## src/hw/pcs_regs.svh

```systemverilog
`ifndef PCS_REGS_SVH
`define PCS_REGS_SVH

// Register indices; the byte address is four times the index.
`define PCS_IDX_RET_PTR 12'hfed
`define PCS_IDX_TOP_LOW 12'hfee
`define PCS_IDX_TOP_HIGH 12'hfef
`define PCS_IDX_PC_LOW 12'hf00
`define PCS_IDX_PC_LATCH 12'hf01
`define PCS_IDX_CTRL 12'hf02
`define PCS_IDX_STATUS 12'hf03

// Stack pointer values.
`define PCS_PTR_EMPTY 5'h1f
`define PCS_PTR_LAST 5'h0f
`define PCS_PTR_STEP 5'h01

// Reset values.
`define PCS_RST_PC 15'h0000
`define PCS_RST_LATCH 7'h00

// Field positions.
`define PCS_CTRL_FAULT_RST_BIT 0
`define PCS_STAT_OVF_BIT 0
`define PCS_STAT_UNF_BIT 1
`define PCS_STAT_PC_LSB 16
`define PCS_STAT_PC_MSB 30

`endif
```

## src/hw/pcs_pkg.sv

```systemverilog
package pcs_pkg;

  typedef enum logic [3:0] {
    OP_STEP,
    OP_PC_LOW_WRITE,
    OP_CALL,
    OP_CALL_ACC,
    OP_BRANCH_ACC,
    OP_REL_JUMP,
    OP_RETURN,
    OP_RETURN_LIT,
    OP_RETURN_INT,
    OP_INT_VECTOR
  } pcs_op_e;

  typedef struct packed {
    logic valid;
    pcs_op_e code;
    logic [10:0] operand;
    logic [7:0] accum;
    logic [7:0] pcLowData;
  } pcs_op_s;

  typedef struct packed {
    logic [14:0] pc;
    logic [6:0] latch;
    logic [4:0] ptr;
    logic [15:0][14:0] stack;
    logic faultRstEn;
    logic ovf;
    logic unf;
    logic faultPulse;
    logic rdPend;
    logic [11:0] rdIdx;
    logic wrPend;
    logic [11:0] wrIdx;
    logic [31:0] hrdata;
    logic hready;
  } pcs_state_s;

endpackage : pcs_pkg

```

## src/hw/pcs_core.sv

```systemverilog
// How it works
// RULE1 - 15-bit PC, low byte register, high from latch
// RULE2 - Any reset clears the whole PC
// RULE3 - Low byte write loads high bits from latch
// RULE4 - Software minds tables crossing 256-byte blocks
// RULE5 - Call: operand gives 11 bits, latch bits 6:3
// RULE6 - Call via accumulator: latch plus accumulator, push
// RULE7 - Branch: next address plus unsigned accumulator
// RULE8 - Relative jump: next address plus signed operand
// RULE9 - Sixteen 15-bit entries, outside memory spaces
// RULE10 - Calls and interrupts push, returns pop
// RULE11 - Push and pop leave the latch alone
// RULE12 - Fault reset off: stack wraps circularly
// RULE13 - Overflow and underflow always set their flags
// RULE14 - Top registers access entry chosen by pointer
// RULE15 - Stack pointer is five bits wide
// RULE16 - Push increments then stores; pop loads then decrements
// RULE17 - Empty stack pointer is 0x1F
// RULE18 - Fault reset on: overflow or underflow resets
// RULE19 - Software minds pointer writes with interrupts enabled
// RULE20 - Pointer counts modulo 32; faults from transitions
`timescale 1ns/1ps
`include "pcs_regs.svh"

module pcs_core #(
  parameter int PC_WIDTH = 15,
  parameter int STACK_DEPTH = 16
) (
  // Clock, reset and enable.
  input wire logic core_clk,
  input wire logic resetn,
  input wire logic cke,
  // Instruction execution side.
  input wire pcs_pkg::pcs_op_s opReq,
  output logic [14:0] pcAddr,
  output logic stackFaultReset,
  output logic stackOverflowFlag,
  output logic stackUnderflowFlag,
  // AHB-Lite slave.
  input wire logic hsel,
  input wire logic [31:0] haddr,
  input wire logic [1:0] htrans,
  input wire logic hwrite,
  input wire logic [2:0] hsize,
  input wire logic [31:0] hwdata,
  input wire logic hready,
  output logic hreadyout,
  output logic hresp,
  output logic [31:0] hrdata
);

  if (PC_WIDTH != 15 || STACK_DEPTH != 16) begin : g_check
    $error("pcs_core supports only a 15-bit PC and a 16-entry stack");
  end

  pcs_pkg::pcs_state_s stateQ;
  pcs_pkg::pcs_state_s stateD;

  logic [14:0] nextPc;
  logic isPush;
  logic isPop;
  logic ovfEv;
  logic unfEv;
  logic faultEv;
  logic addrPhase;
  logic [11:0] busIdx;
  logic busMapped;

  assign nextPc = stateQ.pc + 15'h0001;
  // RULE10
  assign isPush = opReq.valid && (opReq.code == pcs_pkg::OP_CALL ||
                  opReq.code == pcs_pkg::OP_CALL_ACC || opReq.code == pcs_pkg::OP_INT_VECTOR);
  assign isPop = opReq.valid && (opReq.code == pcs_pkg::OP_RETURN ||
                 opReq.code == pcs_pkg::OP_RETURN_LIT || opReq.code == pcs_pkg::OP_RETURN_INT);
  // RULE20
  assign ovfEv = isPush && stateQ.ptr == `PCS_PTR_LAST;
  assign unfEv = isPop && stateQ.ptr == `PCS_PTR_EMPTY;
  assign faultEv = stateQ.faultRstEn && (ovfEv || unfEv);
  assign addrPhase = hsel && htrans[1] && hready;
  assign busIdx = haddr[13:2];
  assign busMapped = haddr[31:14] == 18'h00000 && haddr[1:0] == 2'h0;

  always_comb begin
    stateD = stateQ;
    stateD.faultPulse = 1'b0;
    stateD.wrPend = 1'b0;

    // Write data phase. Software effects go first so that core events win.
    if (stateQ.wrPend) begin
      case (stateQ.wrIdx)
        `PCS_IDX_RET_PTR: begin
          stateD.ptr = hwdata[4:0]; // RULE15
        end
        `PCS_IDX_TOP_LOW: begin
          stateD.stack[stateD.ptr[3:0]][7:0] = hwdata[7:0]; // RULE14
        end
        `PCS_IDX_TOP_HIGH: begin
          stateD.stack[stateD.ptr[3:0]][14:8] = hwdata[6:0]; // RULE14
        end
        `PCS_IDX_PC_LOW: begin
          stateD.pc = {stateQ.latch, hwdata[7:0]}; // RULE3
        end
        `PCS_IDX_PC_LATCH: begin
          stateD.latch = hwdata[6:0];
        end
        `PCS_IDX_CTRL: begin
          stateD.faultRstEn = hwdata[`PCS_CTRL_FAULT_RST_BIT];
        end
        `PCS_IDX_STATUS: begin
          stateD.ovf = stateQ.ovf & ~hwdata[`PCS_STAT_OVF_BIT];
          stateD.unf = stateQ.unf & ~hwdata[`PCS_STAT_UNF_BIT];
        end
        default: begin
        end
      endcase
    end

    // Core operation; the latch is never touched here.
    if (opReq.valid) begin
      case (opReq.code)
        pcs_pkg::OP_STEP: begin
          stateD.pc = nextPc;
        end
        pcs_pkg::OP_PC_LOW_WRITE: begin
          stateD.pc = {stateQ.latch, opReq.pcLowData}; // RULE1 RULE3
        end
        pcs_pkg::OP_CALL: begin
          stateD.pc = {stateQ.latch[6:3], opReq.operand}; // RULE5
        end
        pcs_pkg::OP_CALL_ACC: begin
          stateD.pc = {stateQ.latch, opReq.accum}; // RULE6
        end
        pcs_pkg::OP_BRANCH_ACC: begin
          stateD.pc = nextPc + {7'h00, opReq.accum}; // RULE7
        end
        pcs_pkg::OP_REL_JUMP: begin
          stateD.pc = nextPc + {{6{opReq.operand[8]}}, opReq.operand[8:0]}; // RULE8
        end
        pcs_pkg::OP_RETURN, pcs_pkg::OP_RETURN_LIT, pcs_pkg::OP_RETURN_INT: begin
          stateD.pc = stateQ.stack[stateQ.ptr[3:0]]; // RULE16
        end
        pcs_pkg::OP_INT_VECTOR: begin
          stateD.pc = {4'h0, opReq.operand};
        end
        default: begin
        end
      endcase
    end

    // Push stores after increment; the interrupt saves the address it preempted.
    if (isPush) begin // RULE11
      stateD.ptr = stateQ.ptr + `PCS_PTR_STEP; // RULE16 RULE20
      // RULE9 RULE12
      stateD.stack[stateD.ptr[3:0]] = (opReq.code == pcs_pkg::OP_INT_VECTOR) ?
                                      stateQ.pc : nextPc;
    end
    if (isPop) begin
      stateD.ptr = stateQ.ptr - `PCS_PTR_STEP; // RULE16 RULE17
    end

    // RULE13
    if (ovfEv) begin
      stateD.ovf = 1'b1;
    end
    if (unfEv) begin
      stateD.unf = 1'b1;
    end

    // RULE18
    if (faultEv) begin
      stateD.pc = `PCS_RST_PC;
      stateD.latch = `PCS_RST_LATCH;
      stateD.ptr = `PCS_PTR_EMPTY;
      stateD.faultPulse = 1'b1;
    end

    // Read data phase: one wait state, so a write just before is seen.
    if (stateQ.rdPend) begin
      stateD.rdPend = 1'b0;
      stateD.hready = 1'b1;
      stateD.hrdata = 32'h00000000;
      case (stateQ.rdIdx)
        `PCS_IDX_RET_PTR: begin
          stateD.hrdata[4:0] = stateQ.ptr;
        end
        `PCS_IDX_TOP_LOW: begin
          stateD.hrdata[7:0] = stateQ.stack[stateQ.ptr[3:0]][7:0]; // RULE14
        end
        `PCS_IDX_TOP_HIGH: begin
          stateD.hrdata[6:0] = stateQ.stack[stateQ.ptr[3:0]][14:8]; // RULE14
        end
        `PCS_IDX_PC_LOW: begin
          stateD.hrdata[7:0] = stateQ.pc[7:0]; // RULE1
        end
        `PCS_IDX_PC_LATCH: begin
          stateD.hrdata[6:0] = stateQ.latch;
        end
        `PCS_IDX_CTRL: begin
          stateD.hrdata[`PCS_CTRL_FAULT_RST_BIT] = stateQ.faultRstEn;
        end
        `PCS_IDX_STATUS: begin
          stateD.hrdata[`PCS_STAT_OVF_BIT] = stateQ.ovf;
          stateD.hrdata[`PCS_STAT_UNF_BIT] = stateQ.unf;
          stateD.hrdata[`PCS_STAT_PC_MSB:`PCS_STAT_PC_LSB] = stateQ.pc;
        end
        default: begin
        end
      endcase
    end

    // Address phase; unmapped addresses read zero and ignore writes.
    if (addrPhase) begin
      if (hwrite) begin
        stateD.wrPend = busMapped;
        stateD.wrIdx = busIdx;
      end else begin
        stateD.rdPend = 1'b1;
        stateD.hready = 1'b0;
        stateD.rdIdx = busMapped ? busIdx : 12'h000;
      end
    end
  end

  always_ff @(posedge core_clk) begin
    if (!resetn) begin
      stateQ <= '{ptr: `PCS_PTR_EMPTY, pc: `PCS_RST_PC, hready: 1'b1, default: '0}; // RULE2 RULE17
    end else if (cke) begin
      stateQ <= stateD;
    end
  end

  assign pcAddr = stateQ.pc;
  assign stackFaultReset = stateQ.faultPulse;
  assign stackOverflowFlag = stateQ.ovf;
  assign stackUnderflowFlag = stateQ.unf;
  assign hreadyout = stateQ.hready;
  assign hresp = 1'b0;
  assign hrdata = stateQ.hrdata;

  // Checks.
  logic plainOp;
  assign plainOp = cke && opReq.valid && !stateQ.wrPend && !faultEv;
endmodule : pcs_core

```

## config.mk

```make
export PLATFORM = sky130hd
export DESIGN_NAME = pcs_core
export DESIGN_NICKNAME = d
export VERILOG_FILES = /design/src/hw/pcs_pkg.sv /design/src/hw/pcs_core.sv
export VERILOG_INCLUDE_DIRS = /design/src /design/src/hw
export SDC_FILE = /design/constraint.sdc
export NUM_CORES = 1
export LEC_CHECK = 0
export BUFFER_PORTS_ARGS = -buffer_cell sky130_fd_sc_hd__buf_2
export CORE_ASPECT_RATIO = 1.5
export CORE_UTILIZATION = 40
export DETAILED_ROUTE_END_ITERATION = 8
export SKIP_CTS_REPAIR_TIMING = 1
export SLEW_MARGIN = 20
export SYNTH_ARGS = -nofsm -noshare
export SYNTH_HDL_FRONTEND = slang
export SYNTH_SLANG_ARGS = --single-unit
export TNS_END_PERCENT = 5
```

## constraint.sdc

```tcl
create_clock -name core_clk -period 8.9 [get_ports core_clk]
set_clock_uncertainty 0.1 [all_clocks]
set_input_delay 1.335 -clock core_clk [delete_from_list [all_inputs] [get_ports core_clk]]
set_output_delay 1.335 -clock core_clk [all_outputs]
set_load 0.02 [all_outputs]
```

-- Word-level counts from Yosys, hierarchy flattened
Index checks and enable logic that the tools add are counted.
- add/sub/neg operators: 5
- $lt $le $gt $ge: 4
- equal/unequal tests: 25
- mux-type cells: 40
- bitwise operators: 5
- reduce and logical (&&, ||, !) cells: 35
- operators by type and width (operator ; number):
    240-bit bitwise mux ; 3
    240-bit case mux with 2 select lines ; 1
    270-bit 2-to-1 mux ; 1
    245-bit 2-to-1 mux ; 1
    15-bit demux with 4-bit select ; 3
    12-bit == test, second input constant ; 14
    15-bit case mux with 8 select lines ; 1
    15-bit 2-to-1 mux ; 7
    15-bit binary-select mux with 4-bit select ; 1
    27-bit 2-to-1 mux ; 1
    13-bit 2-to-1 mux ; 2
    26-bit 2-to-1 mux ; 1
    3-bit AND reduction ; 7
    18-bit logical NOT ; 1
    4-bit by 3-bit == test with 1-bit output, second input constant ; 4
    15-bit by 1-bit adder with 15-bit output, second input constant ; 1
    15-bit adder ; 1
    15-bit by 8-bit adder with 15-bit output ; 1
    3-bit case mux with 5 select lines ; 1
    12-bit 2-to-1 mux ; 1
    2-bit nonzero test ; 6
    1-bit logical AND ; 10
    4-bit by 5-bit less-than comparator with 1-bit output, second input constant ; 2
    5-bit 2-to-1 mux ; 2
    24 further kinds ; 41
- register bits: 321
- bits of input ports: 107
- output and inout port bits: 52

-- Depth between registers and ports, before layout
- word-level depth: 11
- gate-level depth with buffers: 14
- mapped depth without buffers: 13

-- Least setup slack after synthesis
Ideal clock, no wire load.
- path type: input to register
- from: input opReq[30] (netlist bit)
- to: register stateQ (netlist bit pcAddr[12])
- arrival time: 4184 ps
- required time: 8709 ps
- path slack: 4525 ps
- cell stages on the path: 14
- path buffers: 1
- cells stage by stage: and4bb_1 buf_2 mux2_2 ha_1 inv_1 fa_1 nor2b_1 o31ai_1 a21oi_1 a31oi_4 nor3b_1 o31ai_1 a211o_1 a311oi_1
- longest elaborated chain between the ends: 8
- elaborated cells between the ends (all ways): 24
- ends and longest elaborated chain (element ; RTL line ; text):
    start: declaration ; pcs_core.sv:34 ; input wire pcs_pkg::pcs_op_s opReq,
    branches (longest 7 deep; another with 15-bit case mux with 8 select lines) ; - ;
    27-bit 2-to-1 mux * ; pcs_core.sv:170 ; if (faultEv) begin
    end signal: assignment ; pcs_core.sv:228 ; stateQ <= stateD;
    end: declaration ; pcs_core.sv:56 ; pcs_pkg::pcs_state_s stateQ;
Mark *: on every way between the ends.
A chain may end at the register's enable or synchronous reset.

-- Worst setup path after layout
- from: input opReq[28] (netlist bit)
- to: register stateQ (netlist bit pcAddr[12])
Same word-level chain as after synthesis.

==> results.md <==
- Fin util: 0.445
- Crit share post-route: 0.549
- Die width: 175 um
- Status: finished, final reports clean
- Initial core utilization: 0.407
- Clk_lat worst skew: 540 ps
- Critical Path AT: 5220 ps
- Worst vdd ir: 0.0000877 V
- Top_reg_cell synth: dfxtp_1
- Asr flop ratio synth: 0
- Share of post-route cells with drive strength above 1: 0.160
- Synth Warn #: 0
- Commonest non-fill, non-tap cell in the layout: a21oi_1
- Vias/cell: 6.49
- Critical-path cell list: buf_2 -> and4bb_1 -> mux2_2 -> ha_1 -> inv_1 -> fa_1 -> nor2b_1 -> o31ai_1 -> a21oi_1 -> a31oi_4 -> nor3b_1 -> o31ai_1 -> a211o_1 -> a311oi_1
- Min-Delay Path Class: flip-flop to flip-flop
- Synth Register Bits: 321
- Vias in the first global route: 17158
- Num ports: 159
- Crit path launch type: input port
- Worst-Margin Slew: 1140 ps
- Clk slew on worst S/H paths: 60 ps
- CP endpoint kind: flip-flop
- Die ar.: 45800 um^2
- Cell family with most CP delay: compound AO/OA/AOI/OAI gates
- Post-Syn Instances: 2134
- RSZ-0062 raised after global routing: no
- Most frequent CP cell: o31ai_1
- Placer congestion estimate: 1.00
- Slew HR: 0.240
- Vias: 17333
- CP max-delay cell: and4bb_1
- Sink Count: 321
- I/O Buffers: 120
- Max-slew violations: 0
- Fin. Hold Viols: 0
- Clock tree buffer depth: 3
- GRT Overall Usage: 0.278
- Initial DRC Count: 1964
- TNS Setup: 0 ps
- First-pass DRT Iterations: 7
- Lkg Pwr: 0.00719 uW
- Final ANT Viol Nets: 0
- # setup viols final: 0
- Worst r2r path cells: 12
- Htree depth: 2
- Die Y: 262 um
- Wire length of the first global-routing pass: 99.8 mm
- Total Wirelength: 64.9 mm
- Max-Cap Viols: 0
- Final net count: 2196
- DRC Markers: 0
- Fmax: 0.205 GHz
- Unique masters post-synth: 74
- Largest net degree at the start of global routing: 134
- Wire per inst: 24.3 um
- Critical Path Fanout Max: 20
- PD cells: 169 nW/um^2
- Critical path type: input port to flip-flop
- Post-Syn Area: 18000 um^2
- Worst path buffer plus inverter count: 2
- Hold_ws: 354 ps
- Number of flops mapped to enable cells by yosys: 0
- Final HPWL DP: 44.0 mm
- Gr ovfl total: 0
- Hold depth: 2
- Placed cell areas: 18400 um^2
- Critical Path Max Stage Delay: 650 ps
- Final Instance Area: 19600 um^2
- Initial antenna violation count: 2
- Register area share after synthesis: 0.358
- Crit path time final: 4890 ps
- Syn avg cell area: 8.42 um^2
- Inserted Clock Buffers: 34
- Cell Rows: 94
- Synthesis-to-finish area growth: 9.23%
- Root Buffer: clkbuf_16
- Pre-CTS setup slack: 3510 ps
- CTS tree: yes
- Most frequent cells in the layout: a21oi_1 (327), dfxtp_1 (319), o21ai_0 (268)
- Slack of the critical path: 4010 ps
- WP depth: 14
- Req. time, crit path: 9230 ps
- Core footprint: 44100 um^2
-- Yosys cell counts, types with 13 or more instances --
cell / count / area share
buf_2: 22 / 0.0061
dfxtp_1: 321 / 0.36
ha_1: 19 / 0.013
buf_4: 53 / 0.022
nand2_1: 99 / 0.021
inv_1: 21 / 0.0044
mux4_2: 76 / 0.095
a21oi_1: 329 / 0.092
xnor2_1: 31 / 0.015
a221oi_1: 13 / 0.0063
nand4_1: 16 / 0.0056
clkbuf_1: 179 / 0.037
o22ai_1: 245 / 0.085
nor2_1: 91 / 0.019
mux2_2: 21 / 0.013
mux2i_1: 29 / 0.016
nand3_1: 81 / 0.023
o21ai_0: 268 / 0.075
a22oi_1: 29 / 0.012
-- tightest hold or removal path, cell delays in order (launching register included) --
cell,delay [ps]
dfxtp_1,310
nand2_1,50
a21oi_1,50
-- registers in the layout (all words and copies together), names as in the netlist --
signal,count
hrdata,23
hreadyout,1
stackOverflowFlag,1
stackUnderflowFlag,1
stateQ,279
pcAddr,15
stackFaultReset,1
-- per-stage QoR --
step,total power [uW],instances
detailed placement,1820,2608
CTS,3310,2668
floorplan,1730,2143
finish,3310,2670
global placement,1820,2608
global route,3400,2670
-- cell families after synthesis --
family,share of synthesized area
simple gates,0.0979
compound gates,0.311
fa+ha+maj,0.0144
xor+xnor,0.0216
buf+inv,0.0728
flops,0.358
other cells,0.000209
mux,0.125
-- per-layer routing --
metal	vias to the layer above	track usage	routed length [um]
met5	-	0	13
met4	2	0.171	3970
met3	206	0.0367	4130
met2	904	0.503	33100
met1	8302	0.310	23700
li1	7919	-	-
-- power breakdown --
part / switching, uW / internal (uW)
logic: 230 / 105
clock network: 624 / 876
registers: 24.5 / 1450
total: 878 / 2430
-- worst paths after layout --
path	start	end	slack, ps
min	stateQ[55]	stateQ[55]	350
max reg2reg	pcAddr[0]	pcAddr[13]	4440
min reg2reg	stateQ[55]	stateQ[55]	350
max	opReq[28]	pcAddr[12]	4010
-- layout make-up --
class	count	area [um^2]
Multi-Input combinational cell	1534	10300
Timing Repair Buffer	154	888
Fill cell	4325	24500
Tap cell	576	721
Clock inverter	15	165
Antenna cell	1	2.50
Clock buffer	45	993
Inverter	24	90.1
Sequential cell	321	6430
Power figures use the tool's default switching activity.
